===== src/ddi_pkg.sv =====
// constants and types for the device info and feature mode registers
package ddi_pkg;
  localparam logic [7:0] DDI_ADDR_INFO   = 8'h00;
  localparam logic [7:0] DDI_ADDR_FEAT1  = 8'h01;
  localparam logic [7:0] DDI_ADDR_FEAT2  = 8'h02;
  localparam logic [7:0] DDI_ADDR_CALIB  = 8'h0A;
  localparam logic [7:0] DDI_CAL_INIT    = 8'hFF;
  localparam logic [7:0] DDI_FEAT1_RST   = 8'h03;
  localparam logic [7:0] DDI_FEAT2_RST   = 8'h18;
  localparam logic [2:0] DDI_BL8         = 3'h3;
  localparam int         DDI_INFO_DONE   = 0;
  localparam int         DDI_INFO_ZQLO   = 3;
  localparam int         DDI_INFO_SETB   = 6;
  localparam int         DDI_INFO_LOWLAT = 7;
  localparam int         DDI_F2_WRE      = 4;
  localparam int         DDI_F2_WLS      = 6;
  localparam int         DDI_F2_LEV      = 7;
  localparam logic [1:0] DDI_ZQ_NONE     = 2'h0;
  localparam logic [1:0] DDI_ZQ_SUPPLY   = 2'h1;
  localparam logic [1:0] DDI_ZQ_GND      = 2'h2;
  localparam logic [1:0] DDI_ZQ_PASS     = 2'h3;
  localparam int         DDI_CLK_MHZ     = 50;
  localparam int         DDI_INIT_US     = 200;
  localparam int         DDI_INIT_CYC    = DDI_INIT_US * DDI_CLK_MHZ;
  localparam int         DDI_ZQI_NS      = 1000;
  localparam int         DDI_ZQI_CYC     = (DDI_ZQI_NS * DDI_CLK_MHZ + 999) / 1000;

  typedef struct packed {
    logic       valid;
    logic       write;
    logic [7:0] addr;
    logic [7:0] data;
  } ddi_cmd_s;

  typedef struct packed {
    logic       leveling;
    logic       wl_set_b;
    logic       wr_ext;
    logic [3:0] latency;
    logic [4:0] wr_cycles;
    logic       wr_valid;
  } ddi_cfg_s;
endpackage


===== src/ddi_mode_regs.sv =====
// mode register bank: device info (read-only) and two feature registers
`timescale 1ns/1ns
module ddi_mode_regs
  import ddi_pkg::*;
#(
  parameter int         INIT_CYC  = DDI_INIT_CYC,
  parameter logic       HAS_SETB  = 1'b1,
  parameter logic       HAS_LOWLT = 1'b1,
  parameter logic       HAS_ZQST  = 1'b1
)(
  input  wire logic        clk_sys,
  input  wire logic        rst_n,
  input  ddi_cmd_s         cmd,
  input  wire logic [1:0]  zq_pin_state,
  input  wire logic        burst_start,
  input  wire logic [1:0]  burst_col,
  output logic             rd_valid,
  output logic [7:0]       rd_data,
  output ddi_cfg_s         cfg,
  output logic             use_factory_trim,
  output logic             burst_active,
  output logic [2:0]       burst_addr
);
  typedef enum logic [2:0] {
    ST_INIT = 3'b001,
    ST_IDLE = 3'b010,
    ST_ZQ   = 3'b100
  } ddi_state_e;

  ddi_state_e   st_q;
  ddi_state_e   st_d;
  logic [31:0]  cnt_q;
  logic [31:0]  cnt_d;
  logic [1:0]   zq_q;
  logic         trim_q;
  logic [7:0]   f1_q;
  logic [7:0]   f2_q;
  logic         rdv_q;
  logic [7:0]   rdd_q;
  logic         bact_q;
  logic [2:0]   badr_q;
  ddi_cfg_s     cfg_q;
  logic         b_act;
  logic [2:0]   b_col;

  // write recovery decode, reserved codes flagged invalid
  function automatic logic [5:0] wr_decode(input logic ext, input logic [2:0] c);
    logic [5:0] r;
    r = 6'h00;
    if (!ext) begin
      case (c)
        3'h1:    r = {1'b1, 5'd3};
        3'h4:    r = {1'b1, 5'd6};
        3'h6:    r = {1'b1, 5'd8};
        3'h7:    r = {1'b1, 5'd9};
        default: r = 6'h00;
      endcase
    end else begin
      case (c)
        3'h0:    r = {1'b1, 5'd10};
        3'h1:    r = {1'b1, 5'd11};
        3'h2:    r = {1'b1, 5'd12};
        3'h4:    r = {1'b1, 5'd14};
        3'h6:    r = {1'b1, 5'd16};
        default: r = 6'h00;
      endcase
    end
    return r;
  endfunction

  wire        wr_cmd   = cmd.valid & cmd.write;
  wire        rd_cmd   = cmd.valid & ~cmd.write;
  wire        wr_f1    = wr_cmd & (cmd.addr == DDI_ADDR_FEAT1);
  wire        wr_f2    = wr_cmd & (cmd.addr == DDI_ADDR_FEAT2);
  // reserved bit 4 forced to zero, burst length held at eight beats
  wire [7:0]  f1_in    = {cmd.data[7:5], 1'b0, cmd.data[3], DDI_BL8};
  wire [7:0]  f2_in    = {cmd.data[7:6], 1'b0, cmd.data[4:0]};
  wire        zq_cmd   = wr_cmd & (cmd.addr == DDI_ADDR_CALIB) & (cmd.data == DDI_CAL_INIT);
  // assembly fault latches trim and blocks calibration
  wire        zq_take  = zq_cmd & ~trim_q & HAS_ZQST;
  wire        zq_fault = (zq_pin_state == DDI_ZQ_SUPPLY) | (zq_pin_state == DDI_ZQ_GND);
  wire        zq_done  = (st_q == ST_ZQ) & (cnt_q == 32'h0);
  wire [5:0]  wr_dec   = wr_decode(f2_q[DDI_F2_WRE], f1_q[7:5]);
  wire        init_run = (st_q == ST_INIT);

  // info register: reserved bits read zero
  wire [7:0]  info_val = {HAS_LOWLT, HAS_SETB, 1'b0, zq_q, 2'b00, init_run};
  // write-only and unmapped addresses return zero rather than undefined data
  wire [7:0]  rd_sel   = (cmd.addr == DDI_ADDR_INFO) ? info_val : 8'h00;

  always_comb begin
    st_d  = st_q;
    cnt_d = cnt_q;
    case (st_q)
      ST_INIT: begin
        if (cnt_q == 32'h0) begin
          st_d = ST_IDLE;
        end else begin
          cnt_d = cnt_q - 32'h1;
        end
      end
      ST_IDLE: begin
        if (zq_take) begin
          st_d  = ST_ZQ;
          cnt_d = DDI_ZQI_CYC - 1;
        end
      end
      ST_ZQ: begin
        if (cnt_q == 32'h0) begin
          st_d = ST_IDLE;
        end else begin
          cnt_d = cnt_q - 32'h1;
        end
      end
      default: begin
        st_d  = ST_IDLE;
        cnt_d = 32'h0;
      end
    endcase
  end

  always_ff @(posedge clk_sys or negedge rst_n) begin
    if (!rst_n) begin
      st_q  <= ST_INIT;
      cnt_q <= INIT_CYC - 1;
    end else begin
      st_q  <= st_d;
      cnt_q <= cnt_d;
    end
  end

  // self-test field moves only at end of init calibration
  always_ff @(posedge clk_sys or negedge rst_n) begin
    if (!rst_n) begin
      zq_q   <= DDI_ZQ_NONE;
      trim_q <= 1'b0;
    end else if (zq_done) begin
      zq_q   <= zq_pin_state;
      trim_q <= zq_fault;
    end
  end

  always_ff @(posedge clk_sys or negedge rst_n) begin
    if (!rst_n) begin
      f1_q <= DDI_FEAT1_RST;
      f2_q <= DDI_FEAT2_RST;
    end else begin
      if (wr_f1) begin
        f1_q <= f1_in;
      end
      if (wr_f2) begin
        f2_q <= f2_in;
      end
    end
  end

  always_ff @(posedge clk_sys or negedge rst_n) begin
    if (!rst_n) begin
      rdv_q <= 1'b0;
      rdd_q <= 8'h00;
    end else begin
      rdv_q <= rd_cmd;
      rdd_q <= rd_cmd ? rd_sel : 8'h00;
    end
  end

  always_ff @(posedge clk_sys or negedge rst_n) begin
    if (!rst_n) begin
      cfg_q <= '0;
    end else begin
      cfg_q.leveling  <= f2_q[DDI_F2_LEV];
      cfg_q.wl_set_b  <= f2_q[DDI_F2_WLS] & HAS_SETB;
      cfg_q.wr_ext    <= f2_q[DDI_F2_WRE];
      cfg_q.latency   <= f2_q[3:0];
      cfg_q.wr_cycles <= wr_dec[4:0];
      cfg_q.wr_valid  <= wr_dec[5];
    end
  end

  ddi_burst_order u_burst (
    .clk_sys  (clk_sys),
    .rst_n    (rst_n),
    .start    (burst_start),
    .col_c2c1 (burst_col),
    .active   (b_act),
    .col      (b_col)
  );

  always_ff @(posedge clk_sys or negedge rst_n) begin
    if (!rst_n) begin
      bact_q <= 1'b0;
      badr_q <= 3'h0;
    end else begin
      bact_q <= b_act;
      badr_q <= b_col;
    end
  end

  assign rd_valid         = rdv_q;
  assign rd_data          = rdd_q;
  assign cfg              = cfg_q;
  assign use_factory_trim = trim_q;
  assign burst_active     = bact_q;
  assign burst_addr       = badr_q;
endmodule


===== src/ddi_burst_order.sv =====
// burst column order generator for eight-beat sequential bursts
`timescale 1ns/1ns
module ddi_burst_order
  import ddi_pkg::*;
(
  input  wire logic        clk_sys,
  input  wire logic        rst_n,
  input  wire logic        start,
  input  wire logic [1:0]  col_c2c1,
  output logic             active,
  output logic [2:0]       col
);
  logic [2:0] beat_q;
  logic [2:0] base_q;
  logic       act_q;
  wire  [2:0] base_in = {col_c2c1, 1'b0};
  wire  [2:0] beat_nx = beat_q + 3'h1;

  always_ff @(posedge clk_sys or negedge rst_n) begin
    if (!rst_n) begin
      beat_q <= 3'h0;
      base_q <= 3'h0;
      act_q  <= 1'b0;
    end else if (start) begin
      base_q <= base_in;
      beat_q <= 3'h0;
      act_q  <= 1'b1;
    end else if (act_q) begin
      beat_q <= beat_nx;
      act_q  <= (beat_q != 3'h7);
    end
  end

  assign active = act_q;
  assign col    = base_q + beat_q;   // modulo eight by width
endmodule


===== config.mk =====
export PLATFORM = sky130hd
export DESIGN_NAME = ddi_mode_regs
export DESIGN_NICKNAME = d
export VERILOG_FILES = /design/src/ddi_pkg.sv /design/src/ddi_mode_regs.sv /design/src/ddi_burst_order.sv
export SDC_FILE = /design/constraint.sdc
export NUM_CORES = 1
export LEC_CHECK = 0
export BUFFER_PORTS_ARGS = -buffer_cell sky130_fd_sc_hd__buf_2
export CAP_MARGIN = 20
export CORE_MARGIN = 2
export CORE_UTILIZATION = 49
export DETAILED_ROUTE_END_ITERATION = 7
export PLACE_DENSITY = 0.73
export SETUP_SLACK_MARGIN = 0.05
export SYNTH_ARGS = -nofsm -noshare
export SYNTH_HDL_FRONTEND = slang
export SYNTH_HIERARCHICAL = 1
export SYNTH_SLANG_ARGS = --single-unit

===== constraint.sdc =====
create_clock -name clk_sys -period 2.8 [get_ports clk_sys]
set_input_delay 0.7 -clock clk_sys [delete_from_list [all_inputs] [get_ports clk_sys]]
set_output_delay 0.7 -clock clk_sys [all_outputs]
set_load 0.02 [all_outputs]

==> results of run 1 <==
## cell type report
cell class	count	area, µm²
flip-flops and latches	76	1920
fillers	567	2660
well taps	96	120
repair buffers	72	435
clock buffers	10	138
clock inverters	6	71.3
inverters	5	18.8
multi-input cells	228	1510
## through the flow
| step | hold WS [ns] | util [%] | setup TNS, ns | instances |
|---|---|---|---|---|
| floorplan | 0.350 | - | -0.0330 | 327 |
| global placement | 0.353 | 57.9 | 0 | 476 |
| detailed placement | 0.360 | 57.9 | -0.0125 | 476 |
| CTS | 0.382 | 61.1 | 0 | 492 |
| global route | 0.398 | 61.3 | 0 | 493 |
| finish | 0.377 | 61.3 | 0 | 493 |
## flip-flops by register name (all words and copies together) (netlist names)
name              count
u_burst/base_q        2
zq_q                  2
f2_q                  7
cnt_q                32
f1_q                  3
burst_active          1
rd_data               4
u_burst/active        1
cfg                  13
burst_addr            3
u_burst/beat_q        3
use_factory_trim      1
rd_valid              1
st_q                  3
## report_power, final
part / internal, W / total (W) / switching, W
Combinational: 0.0000459 / 0.000119 / 0.0000734
Sequential: 0.00113 / 0.00114 / 0.0000148
Clock: 0.000444 / 0.000874 / 0.000430
## per-layer routing
layer  global-route usage, %  up-vias  share of wire, %
li1                        -     1325                 -
met1                    26.1     1331                46
met2                    29.6       63                48
met3                    5.13        4               4.8
met4                    6.47        0              0.98
met5                       0        -                 0
## cells by family after synthesis
| group | after synthesis | synth area share [%] |
|---|---|---|
| simple gates | 130 | 20.5 |
| flops | 76 | 54.5 |
| compound gates | 58 | 10.6 |
| buf+inv | 23 | 3.34 |
| xor+xnor | 17 | 4.23 |
| mux | 16 | 5.27 |
| fa+ha+maj | 4 | 1.42 |
| other cells | 1 | 0.107 |
## what timing repair did
action                                 4_1_cts  5_1_grt
setup endpoints to repair                    7        7
hold buffers                                 0        0
pin swaps                                    1        1
resized for setup                            1        2
endpoints found under the hold margin        0        0
buffers inserted                             0        1
## placed cells by master (no fill, tap or decap), drive strengths merged, types with 2 or more instances in the layout
cell type / synthesis / routed
nand2: 14 / 14
and3: 4 / 4
a21oi: 17 / 17
a22o: 3 / 3
nor2: 35 / 35
xnor2: 13 / 13
nor2b: 2 / 2
nand4b: 2 / 2
nor4: 6 / 6
xor2: 4 / 4
clkbuf: 10 / 10
buf: 8 / 72
a211oi: 2 / 2
nor3: 16 / 16
nand4: 2 / 2
o211ai: 7 / 7
nor4b: 2 / 2
nand2b: 2 / 2
o21a: 2 / 2
dfstp: 11 / 11
or4: 17 / 17
dfrtp: 65 / 65
nor3b: 2 / 2
mux2i: 2 / 2
a21o: 2 / 2
o31ai: 2 / 2
o21ai: 17 / 17
inv: 5 / 7
or3: 20 / 20
o41ai: 2 / 2
clkinvlp: 0 / 2
ha: 4 / 4
mux2: 14 / 14
nand3: 3 / 3
conb: 1 / 3
## how the worst min path moves through the flow
| stage | from | end |
|---|---|---|
| detailed placement | f2_q[6] | cfg[11] |
| global route | f2_q[6] | cfg[11] |
| global placement | f2_q[1] | cfg[7] |
| floorplan | f2_q[6] | cfg[11] |
| CTS | f2_q[6] | cfg[11] |
| finish | f2_q[6] | cfg[11] |
==> impl_metrics.csv, run 1 <==
group,metric,value,unit
outcome,status,"finished, final reports clean",
die,die-area,7870,µm²
route,drt_drc_violations_left,0,
global_route,overflow,0,
placement,pre_cts_slack,-0.0125,ns
timing,relSlewSlack,35.9,%
synthesis,synth_commonest_cells,"65 x dfrtp_1, 35 x nor2_1, 19 x or3_1",
worst_setup_path,reg2regPathDepth,5,
timing,rsz0062_at_grt,"true",
route,viasPerCell,5.52,
synthesis,async_flop_share,100,%
final_layout,final_area,4210,µm²
worst_setup_path,slowest_delay,0.55,ns
global_route,grt_max_degree,77,
final_layout,drive_gt1_share,31.5,%
synthesis,synth_cells,325,
global_route,grt_pass1_wl,11.4,mm
synthesis,synth_area,3520,µm²
worst_setup_path,critPathArrivalTime,2.98,ns
die,row_count,30,
placement,io_buffers,48,
power,peakVddDrop,0.319,mV
run,maxCapViolations,0,
power,leakagePower,2.10,nW
route,drt_iter0_markers,163,
route,route.final.wire_length,7.11,mm
clocking,clockRootBuffer,"clkbuf_8",
power,power,0.00213,W
worst_setup_path,cp-end-kind,"flip-flop",
clocking,cts_tree,"done",
timing,fin_skew,0.00939,ns
route,wl_per_cell,14.4,µm
power,powerDensity,506,nW/µm²
clocking,cts_buffer_depth,2,
clocking,cts-buffers-inserted,9,
timing,max_freq,365,MHz
timing,fin_ws,0.0574,ns
die,io_pins,52,
synthesis,ys.warnings.count,6,
final_layout,final_nets,421,
synthesis,synthTopCellsByArea,"dfrtp_1 46%, dfstp_2 8.2%, mux2_2 3.8%",
die,core-area,6870,µm²
synthesis,ys_types,49,
timing,fin_crit_sh,97.9,%
timing,min_period,2.74,ns
global_route,grt_usage,19.1,%
synthesis,synth-seq-area-share,54.5,%
global_route,grt_pass1_vias,2462,
worst_setup_path,crit_path_start,"cnt_q[11]",
worst_setup_path,cp_num_buf_inv,0,
min_path,hold_depth,0,
synthesis,synth_edf_count,0,
worst_setup_path,worstSetupPathType,"reg2reg",
worst_setup_path,r2r_end,"zq_q[0]",
synthesis,ys_seq_elements,76,
worst_setup_path,path_delay_family,"simple AND/OR/NAND/NOR gates",
clocking,clk_pin_slew,0.09,ns
placement,placed_area,3980,µm²
clocking,clock-sinks,76,
synthesis,synthMostInstantiatedCell,"dfrtp_1",
worst_setup_path,cpMostUsedCell,"or4_4",
worst_setup_path,crit_end,"zq_q[0]",
route,drtAntennaViolNets,0,
global_route,grt_antenna_before_repair,0,
worst_setup_path,cp_max_fo,5,
synthesis,synthFlopType,"dfrtp_1",
placement,gp_congestion,0.801,
worst_setup_path,cp.required,3.04,ns
clocking,ctsHtreeMaxLevel,3,
synthesis,netlist.area_leader.share,46.2,%
worst_setup_path,slowest_stage,"or4_4",
worst_setup_path,critPathLaunchType,"flip-flop",
worst_setup_path,cp_cell_sequence,"or4_1 > or4_4 > or4_4 > or3_4 > mux2_4",
worst_setup_path,path_depth,5,
placement,dp_hpwl,4.92,mm
synthesis,synth_top_area_cell,"dfrtp_1",
die,fp.dieW,88.7,µm
timing,worst_slew_pin_slew,0.961,ns
route,drt_pre_antenna_iters,4,
die,die_y,88.7,µm
clocking,clk-insertion-delay-late,0.35,ns
route,vias,2723,
min_path,hold_class,"reg2reg",
die,start_util,51.2,%
worst_setup_path,rrSetupSlack,0.06,ns
timing,hold_viol_final,0,
worst_setup_path,reg2reg_from,"cnt_q[11]",
timing,slew_violations,0,
final_layout,antenna_cells,0,
timing,setup_viol,0,
final_layout,syn_to_final_growth,19.7,%
synthesis,syn_area_per_cell,10.8,µm²
(Power assumes the default switching activity.)
==> run 2, diff against run 1 <==
--- a/config.mk
+++ b/config.mk
@@ -10,9 +10,8 @@
 export CORE_MARGIN = 2
 export CORE_UTILIZATION = 49
 export DETAILED_ROUTE_END_ITERATION = 7
-export PLACE_DENSITY = 0.73
+export PLACE_DENSITY = 0.8
 export SETUP_SLACK_MARGIN = 0.05
 export SYNTH_ARGS = -nofsm -noshare
 export SYNTH_HDL_FRONTEND = slang
-export SYNTH_HIERARCHICAL = 1
 export SYNTH_SLANG_ARGS = --single-unit
==> run 2 against run 1 <==
Against the previous run:
- critical path depth unchanged
- largest power group is now combinational cells
- largest cell class unchanged
- first-iteration DRC count is 17% higher
- register-to-register slack improved by 0.06 ns
- highest routed layer unchanged
- routed wire length increased by 1.4%
==> impl_metrics.csv, run 2 <==
group,metric,value,unit
final_layout,top_register,"cnt_q",
power,p_sw_share,42.4,%
timing,fin_ws,0.120,ns
synthesis,netlist.area_leader.share,46.3,%
synthesis,synth_edf_count,0,
power,power.switching,0.00219,W
route,drt_drc_violations_left,0,
synthesis,syn_area_per_cell,11.0,µm²
synthesis,ys_seq_elements,76,
min_path,hold_depth,0,
clocking,cts-buffers-inserted,9,
power,power.internal,0.00297,W
synthesis,synth_fa_ha_area_share,1.43,%
power,peakVddDrop,0.621,mV
die,core-area,6870,µm²
worst_setup_path,slowest_delay,0.56,ns
timing,max_freq,373,MHz
clocking,cts_buffer_depth,2,
worst_setup_path,reg2regPathDepth,5,
worst_setup_path,critPathArrivalTime,2.92,ns
synthesis,async_flop_share,100,%
worst_setup_path,cpMostUsedCell,"or4_4",
timing,hold_viol_final,0,
synthesis,synth-simple-area-share,21.0,%
worst_setup_path,rrSetupSlack,0.12,ns
final_layout,final_nets,413,
min_path,whs_endpoint,"cfg[8]",
synthesis,ys.warnings.count,0,
route,vias,2686,
worst_setup_path,cp_max_fo,5,
route,route.final.wire_length,7.20,mm
global_route,grt_usage,19.7,%
outcome,status,"finished, final reports clean",
route,drt_pre_antenna_iters,4,
clocking,cts_tree,"done",
synthesis,synth_xor_area_share,4.49,%
timing,worst_slew_pin_slew,0.918,ns
clocking,clk_pin_slew,0.08,ns
final_layout,final_area,4130,µm²
synthesis,synth_area,3510,µm²
synthesis,synth-seq-area-share,54.6,%
placement,io_buffers,48,
placement,dp_hpwl,5.08,mm
placement,placed_area,3940,µm²
global_route,grt_pass1_vias,2519,
clocking,post_cts_buffers,0,
final_layout,largest_reg_flops,32,
clocking,clk-insertion-delay-late,0.35,ns
placement,gp_congestion,0.875,
route,drtAntennaViolNets,0,
worst_setup_path,critPathLaunchType,"flip-flop",
global_route,grt_max_degree,77,
worst_setup_path,path_delay_family,"simple AND/OR/NAND/NOR gates",
clocking,cts_resized,0,
min_path,min-delay-start,"f2_q[2]",
die,fp.dieW,88.6,µm
worst_setup_path,worstSetupPathType,"reg2reg",
worst_setup_path,cp-end-kind,"flip-flop",
worst_setup_path,slowest_stage,"or4_4",
power,seq_power_share,32.5,%
clocking,cts_hold_buffers,0,
synthesis,synthFlopType,"dfrtp_1",
synthesis,synthTopCellsByArea,"dfrtp_1 46%, dfstp_2 8.2%, mux2_2 3.9%",
die,start_util,51.1,%
final_layout,drive_gt1_share,31.9,%
timing,min_period,2.68,ns
die,io_pins,52,
timing,rsz0062_at_grt,"true",
final_layout,final_common_cell,"dfrtp_1",
global_route,overflow,0,
synthesis,synth_cells,319,
route,wl_per_cell,14.9,µm
timing,setup_viol,0,
die,die-area,7860,µm²
timing,fin_skew,0.00502,ns
final_layout,finish.utilization,60.1,%
power,leakagePower,1.96,nW
synthesis,synth_compound_area_share,9.48,%
power,p_comb_share,52.4,%
timing,slew_violations,0,
synthesis,ys_types,51,
clocking,ctsHtreeMaxLevel,3,
timing,finalSetupTns,0,ns
synthesis,synthMostInstantiatedCell,"dfrtp_1",
clocking,clockRootBuffer,"clkbuf_8",
route,viasPerCell,5.54,
synthesis,synth_mux_area_share,5.70,%
clocking,clock-sinks,76,
power,clkPwrFrac,15.0,%
min_path,hold_class,"reg2reg",
synthesis,synth_commonest_cells,"65 x dfrtp_1, 30 x nor2_1, 19 x nor3_1",
timing,fin_crit_sh,95.7,%
die,row_count,30,
timing,relSlewSlack,38.8,%
worst_setup_path,reg2reg_from,"cnt_q[22]",
worst_setup_path,cp_cell_sequence,"or4_4 > or4_4 > nor3_4 > or4b_4 > mux2_4",
route,drt_iter0_markers,190,
worst_setup_path,cp_num_buf_inv,0,
power,powerDensity,1250,nW/µm²
synthesis,synth_top_family_by_area,"simple AND/OR/NAND/NOR gates",
global_route,grt_pass1_wl,11.9,mm
final_layout,syn_to_final_growth,17.6,%
placement,pre_cts_slack,-0.0313,ns
worst_setup_path,cp.required,3.04,ns
run,maxCapViolations,0,
synthesis,synth_top_area_cell,"dfrtp_1",
final_layout,mostFrequentLayoutCells,"65 x dfrtp_1, 47 x buf_2, 30 x nor2_1, 19 x nor3_1",
final_layout,antenna_cells,0,
worst_setup_path,r2r_end,"zq_q[0]",
global_route,grt_antenna_before_repair,0,
die,die_y,88.6,µm
[run 2: layout make-up]
cell class	instances	area [µm²]
flip-flops and latches	76	1920
clock inverters	7	58.8
clock buffers	9	124
well taps	96	120
multi-input cells	225	1500
fillers	566	2740
inverters	6	22.5
repair buffers	66	390
[run 2: metal layers]
| layer | global-route usage [%] | wire length [µm] |
|---|---|---|
| met5 | 0 | 0 |
| met4 | 9.23 | 162 |
| met3 | 5.04 | 375 |
| met2 | 30.5 | 3470 |
| met1 | 26.0 | 3200 |
[run 2: metrics by stage]
stage          std cells  hold WS (ns)  power [W]
3_5_place_dp         469         0.362    0.00434
2_1_floorplan        321         0.350    0.00356
4_1_cts              485         0.386    0.00513
5_1_grt              485         0.405    0.00556
6_report             485         0.382    0.00515
3_3_place_gp         469         0.354    0.00428
[run 2: how the worst max path moves through the flow]
stage	startpoint	end	slack (ns)	cells after the start
floorplan	cmd[8]	cnt_q[13]	0.17	6
global placement	cmd[8]	cnt_q[13]	-0.01	7
detailed placement	cmd[8]	cnt_q[13]	-0.03	7
CTS	cnt_q[22]	zq_q[0]	0.12	5
global route	cnt_q[22]	cnt_q[31]	0.04	6
finish	cnt_q[22]	zq_q[0]	0.12	5
[run 2: logic make-up after synthesis]
family                   Yosys count
XOR/XNOR                          18
AO/OA/AOI/OAI                     55
multiplexers                      17
buffers and inverters             20
adder cells (fa/ha/maj)            4
other                              1
flip-flops                        76
AND/OR/NAND/NOR                  128
[run 2: power by group through the flow]
stage	clock [W]	sequential [W]	combinational, W
after floorplan	0	0.00165	0.00191
after global placement	0	0.00167	0.00261
after detailed placement	0	0.00169	0.00265
after CTS	0.000792	0.00167	0.00267
after global routing	0.000838	0.00171	0.00301
final	0.000774	0.00168	0.00270
[run 2: worst reg2reg max path, delay by kind of cell (launching register included)]
kind	cells	cell delay, ns
mux	1	0.32
flops	1	0.42
simple gates	4	1.83
==> run 3, diff against run 2 <==
--- a/config.mk
+++ b/config.mk
@@ -10,8 +10,9 @@
 export CORE_MARGIN = 2
 export CORE_UTILIZATION = 49
 export DETAILED_ROUTE_END_ITERATION = 7
-export PLACE_DENSITY = 0.8
+export PLACE_DENSITY = 0.73
 export SETUP_SLACK_MARGIN = 0.05
 export SYNTH_ARGS = -nofsm -noshare
 export SYNTH_HDL_FRONTEND = slang
 export SYNTH_SLANG_ARGS = --single-unit
+export TNS_END_PERCENT = 10
==> run 3 against run 2 <==
Against the previous run:
- sequential power is essentially flat
- combinational power barely moved
- die area unchanged
- sequential share of layout area decreased by 1.2 points
- register-to-register slack got worse by 0.07 ns
- cell count rose by 1.9%
- count of clock-buffer cells in the layout unchanged
- critical endpoint is now st_q[2]
- critical path depth rose by 2
- utilization up 1.6 points
- sequential cell count stayed put
- global-route usage shrank 0.098 points
- via count rose by 1.9%
==> impl_metrics.csv, run 3 (synthesis results as in run 2) <==
group,metric,value,unit
route,drt_iter0_markers,175,
clocking,ctsHtreeMaxLevel,3,
worst_setup_path,reg2regPathDepth,7,
outcome,status,"finished, final reports clean",
global_route,grt_pass1_wl,11.9,mm
worst_setup_path,cp_max_fo,7,
clocking,cts_buffer_depth,2,
die,start_util,51.1,%
global_route,grt_usage,19.6,%
final_layout,mostFrequentLayoutCells,"65 x dfrtp_1, 47 x buf_2, 30 x nor2_1, 26 x buf_4, 19 x nor3_1",
power,leakagePower,2.01,nW
min_path,hold_class,"in2async",
timing,fin_ws,0.0512,ns
final_layout,fill_cells,577,
route,drt_pre_antenna_iters,4,
route,wl_per_cell,14.8,µm
worst_setup_path,worstSetupPathType,"reg2reg",
timing,fin_crit_sh,98.2,%
worst_setup_path,critPathLaunchType,"flip-flop",
route,vias,2738,
power,powerDensity,1240,nW/µm²
die,io_pins,52,
worst_setup_path,critPathArrivalTime,2.99,ns
power,p_sw_share,41.9,%
route,route.final.wire_length,7.29,mm
placement,placed_area,3980,µm²
clocking,clk_pin_slew,0.09,ns
timing,setup_viol,0,
route,viasPerCell,5.54,
power,clkPwrFrac,16.4,%
run,maxCapViolations,0,
final_layout,drive_gt1_share,33.4,%
timing,fin_skew,0.00762,ns
final_layout,syn_to_final_growth,20.7,%
final_layout,antenna_cells,0,
route,drtAntennaViolNets,0,
clocking,cts-buffers-inserted,9,
clocking,clock-sinks,76,
worst_setup_path,cp.required,3.05,ns
power,power.switching,0.00219,W
final_layout,largest_reg_flops,32,
global_route,grt_pass1_vias,2575,
timing,rsz0062_at_grt,"true",
die,die_y,88.6,µm
timing,slew_violations,0,
final_layout,final_common_cell,"dfrtp_1",
timing,worst_slew_pin_slew,0.566,ns
final_layout,final_area,4240,µm²
clocking,clk-insertion-delay-late,0.35,ns
timing,relSlewSlack,61.9,%
timing,hold_viol_final,0,
route,drt_drc_violations_left,0,
clocking,cts_tree,"done",
power,peakVddDrop,1.06,mV
global_route,overflow,0,
placement,pre_cts_slack,-0.0198,ns
power,p_comb_share,51.6,%
power,power.internal,0.00304,W
die,row_count,30,
die,die-area,7860,µm²
final_layout,final_nets,422,
final_layout,top_register,"cnt_q",
placement,io_buffers,48,
global_route,grt_max_degree,45,
placement,dp_hpwl,5.15,mm
timing,min_period,2.75,ns
die,core-area,6870,µm²
global_route,grt_antenna_before_repair,0,
placement,gp_congestion,0.901,
timing,max_freq,364,MHz
die,fp.dieW,88.6,µm
clocking,clockRootBuffer,"clkbuf_8",
worst_setup_path,cp-end-kind,"flip-flop",
power,seq_power_share,32.0,%
[run 3: changes by cell type in the layout (fill, tap and decap cells not counted), sizes merged]
cell,previous run,this run
inv,9,10
clkinv,3,1
buf,66,75
bufinv,0,1
[run 3: routing by layer]
metal | up-vias | global-route usage, % | wire, µm
li1 | 1300 | - | -
met1 | 1338 | 25.6 | 3190
met2 | 83 | 31.3 | 3560
met3 | 17 | 3.36 | 352
met4 | 0 | 10.2 | 200
met5 | - | 0 | 0
[run 3: worst max-delay path, stage by stage, from the launching register on]
cell and delay [ns]:
dfrtp_1 0.40, or4_4 0.57, or4_4 0.58, or4_4 0.56, nand2_2 0.13, buf_4 0.16, nor2_2 0.05, a21o_1 0.19
[run 3: final timing paths]
| path | start | endpoint | slack (ns) |
|---|---|---|---|
| min in group clk_sys | f2_q[0] | cfg[6] | 0.38 |
| max in group asynchronous | rst_n | cnt_q[3] | 1.89 |
| worst max-delay path | cnt_q[23] | st_q[2] | 0.05 |
| worst max register to register | cnt_q[23] | st_q[2] | 0.05 |
| worst min-delay path | rst_n | zq_q[0] | 0.28 |
| worst min register to register | f2_q[0] | cfg[6] | 0.38 |
[run 3: power by group through the flow]
stage	Sequential (W)	Clock [W]	Combinational (W)
floorplan	0.00165	0	0.00191
global route	0.00172	0.000922	0.00300
detailed placement	0.00168	0	0.00254
CTS	0.00167	0.000878	0.00256
global placement	0.00167	0	0.00251
finish	0.00167	0.000861	0.00270
[run 3: layout make-up]
cell class	instances	area, µm²	area share (%)
clock buffers	9	124	2.92
inverters	6	22.5	0.532
flip-flops and latches	76	1920	45.2
multi-input cells	225	1500	35.5
well taps	96	120	2.84
repair buffers	75	470	11.1
clock inverters	7	81.3	1.92
[run 3: repair_timing]
item / in CTS / in global routing
hold buffers: 0 / 0
resized for setup: 0 / 2
setup endpoints to repair: 0 / 6
setup buffers: 0 / 5
[run 3: stage by stage]
stage                     setup TNS [ns]  utilization, %  power [W]  hold slack [ns]  cells
after global routing            -0.00543            61.7    0.00564            0.312    494
after CTS                              0            60.9    0.00510            0.293    489
after global placement                 0            57.9    0.00418            0.357    473
after floorplan                        0               -    0.00356            0.350    321
after detailed placement         -0.0198            57.9    0.00422            0.363    473
final                                  0            61.7    0.00524            0.282    494
